<file path="src/verilog/pwm_dac_pkg.sv">
// shared constants and types for the pulse-width/rate-multiplier dac
package pwm_dac_pkg;
  localparam int          NUM_CH       = 4;
  localparam int          CNT_W        = 10;
  localparam int          LOW_W        = 6;
  // register word offsets (byte address = 4 * index)
  localparam logic [2:0]  IDX_WEIGHT0  = 3'h0;
  localparam logic [2:0]  IDX_RATE10   = 3'h1;
  localparam logic [2:0]  IDX_WEIGHT1  = 3'h2;
  localparam logic [2:0]  IDX_WEIGHT2  = 3'h3;
  localparam logic [2:0]  IDX_RATE32   = 3'h4;
  localparam logic [2:0]  IDX_WEIGHT3  = 3'h5;
  localparam logic [2:0]  IDX_COUNT    = 3'h6;
  // field positions inside a weight register
  localparam int          INV_BIT      = 6;
  localparam int          RSV_BIT      = 7;
  localparam logic [7:0]  WEIGHT_RST   = 8'h80;
  localparam logic [7:0]  RATE_RST     = 8'h00;

  typedef struct packed {
    logic [5:0] weight;
    logic       output_invert;
  } chan_cfg_s;

  typedef struct packed {
    logic [CNT_W-1:0]    count;
    chan_cfg_s [3:0]     cfg;
    logic [3:0][3:0]     rate_multiplier;
    logic [3:0]          pulse;
    logic [3:0]          pin;
    logic                ack;
    logic [31:0]         rdata;
  } state_s;
endpackage : pwm_dac_pkg

</file>
<file path="src/verilog/pwm_rate_multiplier_dac.sv">
// four-channel 10-bit pulse-width dac with rate multiplier, wishbone slave
`timescale 1ns/100ps
module pwm_rate_multiplier_dac (
  input  wire logic        ref_clk,
  input  wire logic        rst,
  input  wire logic        wb_cyc_i,
  input  wire logic        wb_stb_i,
  input  wire logic        wb_we_i,
  input  wire logic [4:0]  wb_adr_i,
  input  wire logic [3:0]  wb_sel_i,
  input  wire logic [31:0] wb_dat_i,
  output logic      [31:0] wb_dat_o,
  output logic             wb_ack_o,
  output logic      [3:0]  dac_out
);
  pwm_dac_pkg::state_s st;
  pwm_dac_pkg::state_s next_st;

  logic [5:0] low_cnt;
  logic [3:0] period;
  logic [3:0] extend;
  logic       req;
  logic       wr;
  logic [2:0] idx;

  assign low_cnt = st.count[5:0];
  assign period  = st.count[9:6];
  assign req     = wb_cyc_i & wb_stb_i & ~st.ack;
  assign wr      = req & wb_we_i & wb_sel_i[0];
  assign idx     = wb_adr_i[4:2];

  // per-channel decode of which periods take the extra clock
  genvar g;
  generate
    for (g = 0; g < 4; g++) begin : g_ext
      logic [3:0] r;
      assign r = st.rate_multiplier[g];
      // one-hot weights add; period 0 never matches
      assign extend[g] = (r[0] & (period == 4'h8))
                       | (r[1] & (period[2:0] == 3'h4))
                       | (r[2] & (period[1:0] == 2'h2))
                       | (r[3] & period[0]);
    end
  endgenerate

  // next state: counter, pulse generation, register file, bus answer
  always_comb begin
    next_st = st;
    next_st.count = st.count + 10'h001;
    for (int i = 0; i < 4; i++) begin
      // pulse is registered, so each branch decides the next slot's level
      if (low_cnt == 6'h3E) begin
        // extra clock in the last slot, just ahead of the wrap
        next_st.pulse[i] = extend[i];
      end else if (low_cnt == 6'h3F) begin
        // wrap starts the pulse; zero weight never does
        next_st.pulse[i] = (st.cfg[i].weight != 6'h00);
      end else if (low_cnt + 6'h01 == st.cfg[i].weight) begin
        // counter reaching the weight ends the pulse
        next_st.pulse[i] = 1'b0;
      end
      // polarity swap; invert of idle gives constant high
      next_st.pin[i] = next_st.pulse[i] ^ st.cfg[i].output_invert;
    end
    next_st.ack = req;
    next_st.rdata = 32'h0000_0000;
    if (req) begin
      unique case (idx)
        // reserved bit reads one; weight in 5:0
        pwm_dac_pkg::IDX_WEIGHT0: next_st.rdata[7:0] =
          {1'b1, st.cfg[0].output_invert, st.cfg[0].weight};
        pwm_dac_pkg::IDX_WEIGHT1: next_st.rdata[7:0] =
          {1'b1, st.cfg[1].output_invert, st.cfg[1].weight};
        pwm_dac_pkg::IDX_WEIGHT2: next_st.rdata[7:0] =
          {1'b1, st.cfg[2].output_invert, st.cfg[2].weight};
        pwm_dac_pkg::IDX_WEIGHT3: next_st.rdata[7:0] =
          {1'b1, st.cfg[3].output_invert, st.cfg[3].weight};
        pwm_dac_pkg::IDX_RATE10:  next_st.rdata[7:0] =
          {st.rate_multiplier[1], st.rate_multiplier[0]};
        pwm_dac_pkg::IDX_RATE32:  next_st.rdata[7:0] =
          {st.rate_multiplier[3], st.rate_multiplier[2]};
        pwm_dac_pkg::IDX_COUNT:   next_st.rdata[9:0] = st.count;
        default:                  next_st.rdata = 32'h0000_0000;
      endcase
    end
    // writes touch only byte lane 0; other lanes are ignored
    if (wr) begin
      unique case (idx)
        pwm_dac_pkg::IDX_WEIGHT0: begin
          next_st.cfg[0].weight = wb_dat_i[5:0];
          next_st.cfg[0].output_invert = wb_dat_i[pwm_dac_pkg::INV_BIT];
        end
        pwm_dac_pkg::IDX_WEIGHT1: begin
          next_st.cfg[1].weight = wb_dat_i[5:0];
          next_st.cfg[1].output_invert = wb_dat_i[pwm_dac_pkg::INV_BIT];
        end
        pwm_dac_pkg::IDX_WEIGHT2: begin
          next_st.cfg[2].weight = wb_dat_i[5:0];
          next_st.cfg[2].output_invert = wb_dat_i[pwm_dac_pkg::INV_BIT];
        end
        pwm_dac_pkg::IDX_WEIGHT3: begin
          next_st.cfg[3].weight = wb_dat_i[5:0];
          next_st.cfg[3].output_invert = wb_dat_i[pwm_dac_pkg::INV_BIT];
        end
        pwm_dac_pkg::IDX_RATE10: begin
          next_st.rate_multiplier[0] = wb_dat_i[3:0];
          next_st.rate_multiplier[1] = wb_dat_i[7:4];
        end
        pwm_dac_pkg::IDX_RATE32: begin
          next_st.rate_multiplier[2] = wb_dat_i[3:0];
          next_st.rate_multiplier[3] = wb_dat_i[7:4];
        end
        default: begin
        end
      endcase
    end
  end

  // state register; pins reset to driven low
  always_ff @(posedge ref_clk or posedge rst) begin
    if (rst) begin
      st <= '0;
    end else begin
      st <= next_st;
    end
  end

  assign wb_ack_o = st.ack;
  assign wb_dat_o = st.rdata;
  assign dac_out  = st.pin;

  // assertions
  // counter step
  count_step_a: assert property (@(posedge ref_clk) disable iff (rst)
    !$past(rst) |-> st.count == $past(st.count) + 10'h001)
    else $error("counter did not advance by one");
  // start of normal pulse after wrap
  wrap_start_a: assert property (@(posedge ref_clk) disable iff (rst)
    (low_cnt == 6'h00 && st.cfg[0].weight > 6'h01 && $stable(st.cfg[0]))
    |=> st.pulse[0])
    else $error("pulse not started after wrap");
  match_end_a: assert property (@(posedge ref_clk) disable iff (rst)
    (low_cnt == st.cfg[0].weight && low_cnt != 6'h00 && low_cnt != 6'h3E
     && low_cnt != 6'h3F && $stable(st.cfg[0]))
    |=> !st.pulse[0])
    else $error("pulse not ended on weight match");
  polarity_out_a: assert property (@(posedge ref_clk) disable iff (rst)
    ##1 $stable(st.cfg[1]) |-> dac_out[1] ==
    (st.pulse[1] ^ st.cfg[1].output_invert))
    else $error("output polarity wrong");
  rsv_one_a: assert property (@(posedge ref_clk) disable iff (rst)
    (req && !wb_we_i && idx == pwm_dac_pkg::IDX_WEIGHT2)
    |=> wb_dat_o[pwm_dac_pkg::RSV_BIT])
    else $error("reserved bit read as zero");
  period_zero_a: assert property (@(posedge ref_clk) disable iff (rst)
    (period == 4'h0) |-> extend == 4'h0)
    else $error("period 0 extended");
  // odd periods selected by top bit
  odd_sel_a: assert property (@(posedge ref_clk) disable iff (rst)
    (st.rate_multiplier[2][3] && period[0]) |-> extend[2])
    else $error("odd period not extended");
  idle_low_a: assert property (@(posedge ref_clk) disable iff (rst)
    (st.cfg[3] == 7'h00 && st.rate_multiplier[3] == 4'h0
     && low_cnt == 6'h3E)
    ##1 (st.cfg[3] == 7'h00 && st.rate_multiplier[3] == 4'h0)
    |-> !dac_out[3])
    else $error("idle channel not low");
  // extension clock lies just before the wrap
  extend_slot_a: assert property (@(posedge ref_clk) disable iff (rst)
    (low_cnt == 6'h3E && extend[0])
    |=> st.pulse[0])
    else $error("extension clock missing");
  count_wrap_a: assert property (@(posedge ref_clk) disable iff (rst)
    st.count == 10'h3FF |=> st.count == 10'h000)
    else $error("counter did not roll over");
  // counter readable on its own index
  count_read_a: assert property (@(posedge ref_clk) disable iff (rst)
    (req && !wb_we_i && idx == pwm_dac_pkg::IDX_COUNT)
    |=> wb_dat_o[9:0] == $past(st.count))
    else $error("counter read back wrong");
  weight_read_a: assert property (@(posedge ref_clk) disable iff (rst)
    (req && !wb_we_i && idx == pwm_dac_pkg::IDX_WEIGHT0)
    |=> wb_dat_o[5:0] == $past(st.cfg[0].weight))
    else $error("weight read back wrong");
  invert_read_a: assert property (@(posedge ref_clk) disable iff (rst)
    (req && !wb_we_i && idx == pwm_dac_pkg::IDX_WEIGHT1)
    |=> wb_dat_o[pwm_dac_pkg::INV_BIT] == $past(st.cfg[1].output_invert))
    else $error("invert bit read back wrong");
  // write places weight and invert in their fields
  weight_write_a: assert property (@(posedge ref_clk) disable iff (rst)
    (wr && idx == pwm_dac_pkg::IDX_WEIGHT3)
    |=> st.cfg[3].weight == $past(wb_dat_i[5:0])
    && st.cfg[3].output_invert == $past(wb_dat_i[6]))
    else $error("weight write misplaced");
  // reserved bit reads one on channel 0 too
  rsv_read_a: assert property (@(posedge ref_clk) disable iff (rst)
    (req && !wb_we_i && idx == pwm_dac_pkg::IDX_WEIGHT0)
    |=> wb_dat_o[pwm_dac_pkg::RSV_BIT])
    else $error("reserved bit read as zero");
  // unused upper lanes read zero
  high_zero_a: assert property (@(posedge ref_clk) disable iff (rst)
    (req && !wb_we_i && idx != pwm_dac_pkg::IDX_COUNT)
    |=> wb_dat_o[31:8] == 24'h00_0000)
    else $error("upper read lanes not zero");
  rate_read_a: assert property (@(posedge ref_clk) disable iff (rst)
    (req && !wb_we_i && idx == pwm_dac_pkg::IDX_RATE10)
    |=> wb_dat_o[7:0] == {$past(st.rate_multiplier[1]),
                          $past(st.rate_multiplier[0])})
    else $error("rate pair read wrong");
  rate_write_a: assert property (@(posedge ref_clk) disable iff (rst)
    (wr && idx == pwm_dac_pkg::IDX_RATE32)
    |=> st.rate_multiplier[3] == $past(wb_dat_i[7:4])
    && st.rate_multiplier[2] == $past(wb_dat_i[3:0]))
    else $error("rate pair write misplaced");
  // bus answer one cycle after the request
  ack_answer_a: assert property (@(posedge ref_clk) disable iff (rst)
    req |=> wb_ack_o)
    else $error("request not acknowledged");
  ack_pulse_a: assert property (@(posedge ref_clk) disable iff (rst)
    wb_ack_o |=> !wb_ack_o)
    else $error("acknowledge longer than one cycle");
  // unmapped slot reads zero
  unmapped_read_a: assert property (@(posedge ref_clk) disable iff (rst)
    (req && !wb_we_i && idx == 3'h7)
    |=> wb_dat_o == 32'h0000_0000)
    else $error("unmapped slot read not zero");
  // each multiplier bit picks its periods
  ext_eight_a: assert property (@(posedge ref_clk) disable iff (rst)
    (st.rate_multiplier[1][0] && period == 4'h8) |-> extend[1])
    else $error("period 8 not extended");
  ext_four_a: assert property (@(posedge ref_clk) disable iff (rst)
    (st.rate_multiplier[1][1] && period[2:0] == 3'h4)
    |-> extend[1])
    else $error("period 4 or 12 not extended");
  ext_two_a: assert property (@(posedge ref_clk) disable iff (rst)
    (st.rate_multiplier[1][2] && period[1:0] == 2'h2)
    |-> extend[1])
    else $error("period 2, 6, 10 or 14 not extended");
  no_select_a: assert property (@(posedge ref_clk) disable iff (rst)
    st.rate_multiplier[0] == 4'h0 |-> extend[0] == 1'b0)
    else $error("extension without multiplier");
  // full weight and multiplier keep the last slot high outside period 0
  full_on_a: assert property (@(posedge ref_clk) disable iff (rst)
    (st.cfg[1] == 7'h7E && st.rate_multiplier[1] == 4'hF
     && low_cnt == 6'h3E && period != 4'h0) |=> dac_out[1])
    else $error("full setting dropped outside period 0");
  // only period 0 loses its last slot
  zero_gap_a: assert property (@(posedge ref_clk) disable iff (rst)
    (st.cfg[1] == 7'h7E && st.rate_multiplier[1] == 4'hF
     && low_cnt == 6'h3E && period == 4'h0) |=> !dac_out[1])
    else $error("full setting has no gap in period 0");
  // zero settings with invert stay high
  const_high_a: assert property (@(posedge ref_clk) disable iff (rst)
    (st.cfg[2] == 7'h01 && st.rate_multiplier[2] == 4'h0
     && low_cnt == 6'h3E)
    ##1 (st.cfg[2] == 7'h01 && st.rate_multiplier[2] == 4'h0)
    |-> dac_out[2])
    else $error("inverted idle channel not high");
  // nonzero weight starts the pulse at the wrap
  start_wrap_a: assert property (@(posedge ref_clk) disable iff (rst)
    (low_cnt == 6'h3F && st.cfg[3].weight != 6'h00)
    |=> st.pulse[3])
    else $error("pulse not started at wrap");
  // pulse already low in the slot equal to the weight
  match_low_a: assert property (@(posedge ref_clk) disable iff (rst)
    (st.cfg[2].weight != 6'h00 && st.cfg[2].weight != 6'h3F
     && low_cnt == st.cfg[2].weight && $stable(st.cfg[2]))
    |-> !st.pulse[2])
    else $error("pulse still high at weight slot");
  reset_low_a: assert property (@(posedge ref_clk)
    rst |-> dac_out == 4'h0)
    else $error("output not low during reset");

  rate_used_c: cover property (@(posedge ref_clk) disable iff (rst)
    extend[0] && low_cnt == 6'h3F);
  invert_hi_c: cover property (@(posedge ref_clk) disable iff (rst)
    st.cfg[1].output_invert && dac_out[1]);
  bus_write_c: cover property (@(posedge ref_clk) disable iff (rst)
    wr && idx == pwm_dac_pkg::IDX_RATE32);
  gap_zero_c: cover property (@(posedge ref_clk) disable iff (rst)
    st.rate_multiplier[1] == 4'hF && low_cnt == 6'h3E && period == 4'h0);
  const_high_c: cover property (@(posedge ref_clk) disable iff (rst)
    st.cfg[2] == 7'h01 && dac_out[2]);
endmodule : pwm_rate_multiplier_dac

</file>
<file path="config.mk">
export PLATFORM = sky130hd
export DESIGN_NAME = pwm_rate_multiplier_dac
export DESIGN_NICKNAME = d
export VERILOG_FILES = /design/src/verilog/pwm_dac_pkg.sv /design/src/verilog/pwm_rate_multiplier_dac.sv
export SDC_FILE = /design/constraint.sdc
export NUM_CORES = 1
export LEC_CHECK = 0
export BUFFER_PORTS_ARGS = -buffer_cell sky130_fd_sc_hd__buf_2
export CAP_MARGIN = 10
export CORE_ASPECT_RATIO = 1.1
export CORE_MARGIN = 4
export CORE_UTILIZATION = 40
export DETAILED_ROUTE_END_ITERATION = 16
export GPL_TIMING_DRIVEN = 1
export MAX_ROUTING_LAYER = met4
export PLACE_DENSITY = 0.71
export SLEW_MARGIN = 40
export SYNTH_ARGS = -nofsm -noshare
export SYNTH_HDL_FRONTEND = slang
export SYNTH_SLANG_ARGS = --single-unit
</file>
<file path="constraint.sdc">
create_clock -name ref_clk -period 2.14 [get_ports ref_clk]
set_input_delay 0.321 -clock ref_clk [delete_from_list [all_inputs] [get_ports ref_clk]]
set_output_delay 0.321 -clock ref_clk [all_outputs]
set_load 0.02 [all_outputs]
</file>
* After elaboration in Yosys (flattened, before gate mapping)
Cells that the tools add are included.
** Storage, ports and cells
- Register bits :: 95
- Output and inout bits :: 37
** Operators by class
- $add $sub $neg :: 2
- Eq/ne operators :: 15
- Multiplexer cells :: 15
- Bitwise gates (word level) :: 37
- Reduce and logical (&&, ||, !) cells :: 11
** Operators by type and width (count)
- 8-bit one-hot mux with 7 select lines :: 1
- 6-bit == test :: 4
- 6-bit nonzero test :: 4
- 1-bit AND :: 20
- 3-bit == test, second input constant :: 4
- 6-bit == test, second input constant :: 2
- 1-bit two-way mux :: 12
- 1-bit OR :: 12
- 2-bit AND reduction :: 6
- 10-bit by 1-bit adder with 10-bit output, second input constant :: 1
- 10-bit two-way mux :: 1
- 6-bit by 1-bit adder with 6-bit output, second input constant :: 1
- 3-bit by 2-bit == test with 1-bit output, second input constant :: 2
- 4-bit == test, second input constant :: 1
- 1-bit XOR :: 4
- 3-bit by 1-bit == test with 1-bit output, second input constant :: 1
- 3-bit zero test :: 1
- 2-bit == test, second input constant :: 1
- 2-bit two-way mux :: 1
- 1-bit NOT :: 1

* Longest topological paths before layout
Gate-level depths: netlist of run 1.
- Depth after elaboration :: 7
- Depth in mapped cells :: 9
- Depth with buffers taken out :: 7

* Worst setup path before layout of run 1
OpenSTA, ideal clock, no wires.
- Path type :: register to register
- From :: reg st (netlist bit low_cnt[0])
- To :: reg st (netlist bit dac_out[1])
- Library setup time :: 0.133 ns
- Arrival time :: 1.990 ns
- Data required time :: 2.007 ns
- Slack :: 0.017 ns
- Stages on the path, launching flop included :: 10
- Path buffers :: 2
- Cells stage by stage :: dfrtp_1 > buf_6 > inv_1 > ha_1 > clkbuf_1 > xnor2_1 > a211o_1 > or2b_2 > nor4b_1 > nor4_1
** RTL lines
- start, declared :: RTL line pwm_rate_multiplier_dac.sv:16 : pwm_dac_pkg::state_s st;
- start signal, assigned :: RTL line pwm_rate_multiplier_dac.sv:124 : st <= next_st;

==> metrics.txt, run 1 <==
leak pwr=2.53 nW; fin worst setup slack=0.0168 ns; maximum VDD drop=396 µV; syn_area_per_cell=10.8 µm²; Setup crit start=low_cnt[1]; TritonCTS clock tree=done; Seq cells post-synth=73; Initial DRC Count=272; clock sink count=73; cells after synthesis=453; WL final=13.6 mm; Clock Tree Buf Depth=2; routed len/inst=20.6 µm; CP Capture Type=register; die width=113 µm; Core Footprint=0.0120 mm²; Detail Placement HPWL=9.77 mm; total global-route track usage=0.206; Max-cap violations=0; number of global-route vias before repair=3961; number of buffers inserted by port buffering=31; area grow syn2layout=16.1%; Layout Skew=0.00700 ns; drt pass-1 iters=6; Placed Instance Area=0.00522 mm²; area share of the largest cell type after synthesis=0.374; Setup WS pre-CTS=-0.0396 ns; Final Max Slew Viols=0; Rel. slew slack=0.585; Inserted Clock Buffers=9; Via density=5.91; unrepaired setup endpoints after global routing=true; share of cells above drive strength 1=0.387; Die Ht=124 µm; Util after Layout=0.474; Placer Congestion=0.933; Starting Density=0.408; Synth area leader=dfrtp_1; DRC=0; pwr dens=704 mW/mm²; Worst Hold Class=input port to asynchronous set/reset pin; Critical Path RT=2.36 ns; outcome=finished, final reports clean; Setup CP Type=register to register; Final Hold Viols=0; vias=3917; grt ovf=0; crit-path max FO=3; post-route ant nets=0; Layout Nets=552; Worst R2R Start=low_cnt[1]; slew of the pin with the lowest slew margin=0.621 ns; synth top area cells=dfrtp_1 (37%), mux2_2 (10%), buf_4 (5.7%), xnor2_1 (2.3%), nand2_1 (2.2%); prevailing post-synth register cell=dfrtp_1; final instance area=0.00568 mm²; Tmin final=2.12 ns; Post-Syn Area=0.00489 mm²; commonest cells in the netlist=dfrtp_1 (73), mux2_2 (45), buf_4 (37); Reg clk slew, reported paths=0.06 ns; cell with the most instances after synthesis=dfrtp_1; fmax=471 MHz; setup violators final=0; crit path DAT=2.34 ns; CTS H-Tree Depth=3; crit start category=register; reg2reg path depth=7; number of diodes=0; worst hold slack=0.0491 ns; # IOs=83; initial antenna violation count=0; number of flops mapped to enable cells by yosys=0; sequential share of the synthesized area=0.374; ys async rst share=1.00; Synth Warn #=0; worst skew pair latency=0.35 ns; Cell Rows=42; Post-CTS Hold Fix Bufs=0; synth unique cells=63; first-pass GRT wire length=21.3 mm; root buf cell=clkbuf_16; largest net degree at the start of global routing=33; die area=0.0141 mm²; Final Cycle Share=0.992
## metrics by stage
| step | TNS, ns | instances | total power (W) |
|---|---|---|---|
| finish | 0 | 663 | 0.00400 |
| global route | -0.0662 | 663 | 0.00414 |
| CTS | -0.00963 | 662 | 0.00398 |
| detailed placement | -0.0412 | 646 | 0.00233 |
| global placement | 0 | 646 | 0.00231 |
| floorplan | 0 | 474 | 0.00213 |
## where the power goes
part	internal [W]	switching, W	leakage [nW]	total [W]
registers	0.00149	0.000122	0.974	0.00162
clock network	0.00102	0.000620	0.153	0.00164
logic	0.000339	0.000397	1.41	0.000737
total	0.00286	0.00114	2.53	0.00400
## state kept, by name, indices dropped and copies added, names as in the netlist
| signal | count |
|---|---|
| low_cnt | 6 |
| dac_out | 4 |
| g_ext.r | 16 |
| wb_dat_o | 10 |
| period | 4 |
| st | 32 |
| wb_ack_o | 1 |
## final cells by class
class,count,area [µm²]
inverters,11,45.0
well taps,154,193
clock inverters,6,90.1
clock buffers,10,229
repair buffers,84,591
fillers,1090,6300
multi-input cells,325,2700
flip-flops and latches,73,1830
## cell usage in the layout, fill, tap and decap left out, types with 5 or more instances in the layout
master	netlist	layout
dfrtp_1	73	72
buf_4	37	50
mux2_2	45	45
buf_2	5	31
nand2_1	29	28
conb_1	1	22
nor2_1	17	17
a21oi_1	16	16
xnor2_1	13	13
xor2_1	11	11
inv_1	11	10
a211oi_1	13	9
clkbuf_16	0	9
nand4_1	8	8
o21ai_0	9	8
o211ai_1	8	8
mux2i_1	7	7
nor4b_2	1	7
nor3_2	6	5
and3_1	5	5
nor3_1	5	5
o21a_1	5	5
a311oi_2	0	5
## kinds of logic (layout without fill, tap and decap cells)
group,after synthesis,count (layout),synth area share
flip-flops,73,73,0.374
buffers and inverters,76,111,0.115
other,1,22,0.000767
AO/OA/AOI/OAI,87,87,0.130
AND/OR/NAND/NOR,126,126,0.156
XOR/XNOR,32,32,0.0832
multiplexers,56,56,0.136
adder cells (fa/ha/maj),2,2,0.00512
## worst paths after layout
| kind | end | slack [ns] |
|---|---|---|
| hold / removal | wb_dat_o[7] | 0.05 |
| max in group asynchronous | low_cnt[3] | 1.44 |
| setup reg to reg | dac_out[3] | 0.02 |
| hold reg to reg | period[3] | 0.52 |
| min in group ref_clk | g_ext[3].r[3] | 0.22 |
| setup / recovery | dac_out[3] | 0.02 |
## worst max-delay path: stages, from the launching register on
cell,delay (ns)
dfrtp_1,0.42
ha_2,0.21
and4_2,0.26
buf_4,0.14
a211o_1,0.35
nand2b_1,0.21
nor4b_2,0.31
nor4_2,0.09
## metal layers
layer | global-route usage | wire (µm) | vias to the layer above
met1 | 0.239 | 5410 | 1990
met5 | - | 0 | -
met2 | 0.344 | 6790 | 175
met3 | 0.0345 | 877 | 37
met4 | 0.112 | 567 | 0
li1 | - | - | 1715
## timing repair
item / in CTS / in global routing
setup buffers: 0 / 1
pin swaps: 0 / 2
setup endpoints to repair: 3 / 8
gates resized for setup: 3 / 20
Power figures use the tool's default switching activity.
==> run 2, diff against run 1 <==
--- a/config.mk
+++ b/config.mk
@@ -13,7 +13,6 @@
 export DETAILED_ROUTE_END_ITERATION = 16
 export GPL_TIMING_DRIVEN = 1
 export MAX_ROUTING_LAYER = met4
-export PLACE_DENSITY = 0.71
 export SLEW_MARGIN = 40
 export SYNTH_ARGS = -nofsm -noshare
 export SYNTH_HDL_FRONTEND = slang
==> metrics.txt, run 2 (same netlist as run 1, synthesis figures left out) <==
outcome=finished, final reports clean; crit-path max FO=8 (+5); Final Cycle Share=0.996 (+0.00396); number of buffers inserted by port buffering=31 (unchanged); total global-route track usage=0.205 (-0.000792); setup violators final=0 (unchanged); Final Max Slew Viols=0 (unchanged); Starting Density=0.408 (unchanged); worst skew pair latency=0.34 ns (about the same); post-route ant nets=0 (unchanged); vias=3791 (-3.2%); largest net degree at the start of global routing=74 (+120%); die area=0.0141 mm² (unchanged); number of global-route vias before repair=3871 (-2.3%); crit-path cells=buf_4 -> and3_1 -> and3_1 -> xnor3_2 -> nor4b_1 -> nor4_1; share of cells above drive strength 1=0.377 (-0.00982); Detail Placement HPWL=10.0 mm (+2.5%); drt pass-1 iters=5 (-1); area grow syn2layout=15.1%; Worst Hold Class=input port to asynchronous set/reset pin; grt ovf=0 (unchanged); CP peak stage delay=0.39 ns (-0.03 ns); Rel. slew slack=0.668 (+0.0826); most flop-heavy register=st; crit path DAT=2.35 ns (about the same); fmax=469 MHz (-0.40%); number of diodes=0 (unchanged); CP most frequent cell=and3_1; # IOs=83 (unchanged); most common library cell in the layout ignoring fill and taps=dfrtp_1; Final Hold Viols=0 (unchanged); Via density=5.72 (-3.2%); Initial DRC Count=328 (+21%); WL final=13.5 mm (-1.0%); crit start category=register; clock sink count=73 (unchanged); Core Footprint=0.0120 mm² (unchanged); routed len/inst=20.4 µm (-1.0%); pwr dens=676 mW/mm² (-4.0%); Layout Skew=0.00779 ns (+0.000788 ns); slew of the pin with the lowest slew margin=0.497 ns (-0.124 ns); leak pwr=2.52 nW (-0.70%); CTS H-Tree Depth=3 (unchanged); CP Capture Type=register; max reg flops=32 (unchanged); Util after Layout=0.470 (-0.00428); initial antenna violation count=0 (unchanged); Layout Nets=553 (+0.18%); root buf cell=clkbuf_16; Reg clk slew, reported paths=0.06 ns (about the same); Inserted Clock Buffers=9 (unchanged); Critical Path RT=2.36 ns (about the same); Worst R2R Start=low_cnt[0]; worst hold slack=0.0736 ns (+0.0245 ns); leading cell types in the layout, fill and taps excluded=dfrtp_1 (72), buf_4 (50), mux2_2 (45), buf_2 (31), nand2_1 (29); die width=113 µm (unchanged); Die Ht=124 µm (unchanged); Slowest-stage cell, CP=dfrtp_1; Max-cap violations=0 (unchanged); maximum VDD drop=454 µV (+15%); Setup crit start=low_cnt[0]; DRC=0 (unchanged); Post-CTS Hold Fix Bufs=0 (unchanged); Cell Rows=42 (unchanged); Clock Tree Buf Depth=2 (unchanged); Placer Congestion=0.937 (+0.42%); first-pass GRT wire length=21.3 mm (-0.16%); TritonCTS clock tree=done; Tmin final=2.13 ns (+0.00847 ns); Setup CP Type=register to register
## run 2: cell count changes in the layout (fill, tap and decap cells not counted), sizes merged
cell | previous run | this run
bufinv | 2 | 0
inv | 11 | 12
buf | 84 | 85
## run 2: layout make-up
cell class / count / area (µm²)
Clock buffer: 10 / 239
Clock inverter: 5 / 38.8
Fill cell: 1148 / 6360
Inverter: 11 / 45.0
Multi-Input combinational cell: 325 / 2670
Sequential cell: 73 / 1830
Tap cell: 154 / 193
Timing Repair Buffer: 85 / 611
## run 2: report_power, final
part / switching [W] / internal (W)
combinational: 0.000399 / 0.000352
sequential: 0.000122 / 0.00149
clock: 0.000617 / 0.000818
total: 0.00114 / 0.00266
## run 2: what timing repair did
item | in CTS | in global routing
buffers inserted | 0 | 1
pin swaps | 0 | 1
resized for setup | 4 | 13
endpoints found under the setup margin | 3 | 8
## run 2: worst paths after layout
check	endpoint	slack, ns	cells after the start
setup / recovery	dac_out[0]	0.008	6
hold / removal	st[78]	0.07	3
setup reg to reg	dac_out[0]	0.008	6
hold reg to reg	period[3]	0.48	1
max in group asynchronous	low_cnt[3]	1.71	3
min in group ref_clk	g_ext[3].r[3]	0.22	2
## run 2: per-layer routing
metal | share of wire | track usage
met5 | 0 | -
met4 | 0.028 | 0.0954
met3 | 0.037 | 0.0199
met2 | 0.51 | 0.342
met1 | 0.43 | 0.254
## run 2: worst max-delay path, delay by kind of cell (launching register included)
family | cells | cell delay (ns)
buf+inv | 1 | 0.21
flops | 1 | 0.39
simple gates | 4 | 1.05
xor+xnor | 1 | 0.35
## run 2: per-stage QoR
step	TNS [ns]	cells	total power, W	cell area [µm²]	setup slack (ns)
after floorplan	0	474	0.00213	4970	0.0173
after global placement	-0.0509	647	0.00233	5240	-0.0509
after detailed placement	-0.0535	647	0.00235	5240	-0.0488
after CTS	0	662	0.00379	5540	0.00123
after global routing	-0.0845	663	0.00394	5630	-0.0402
final	0	663	0.00380	5630	0.00835
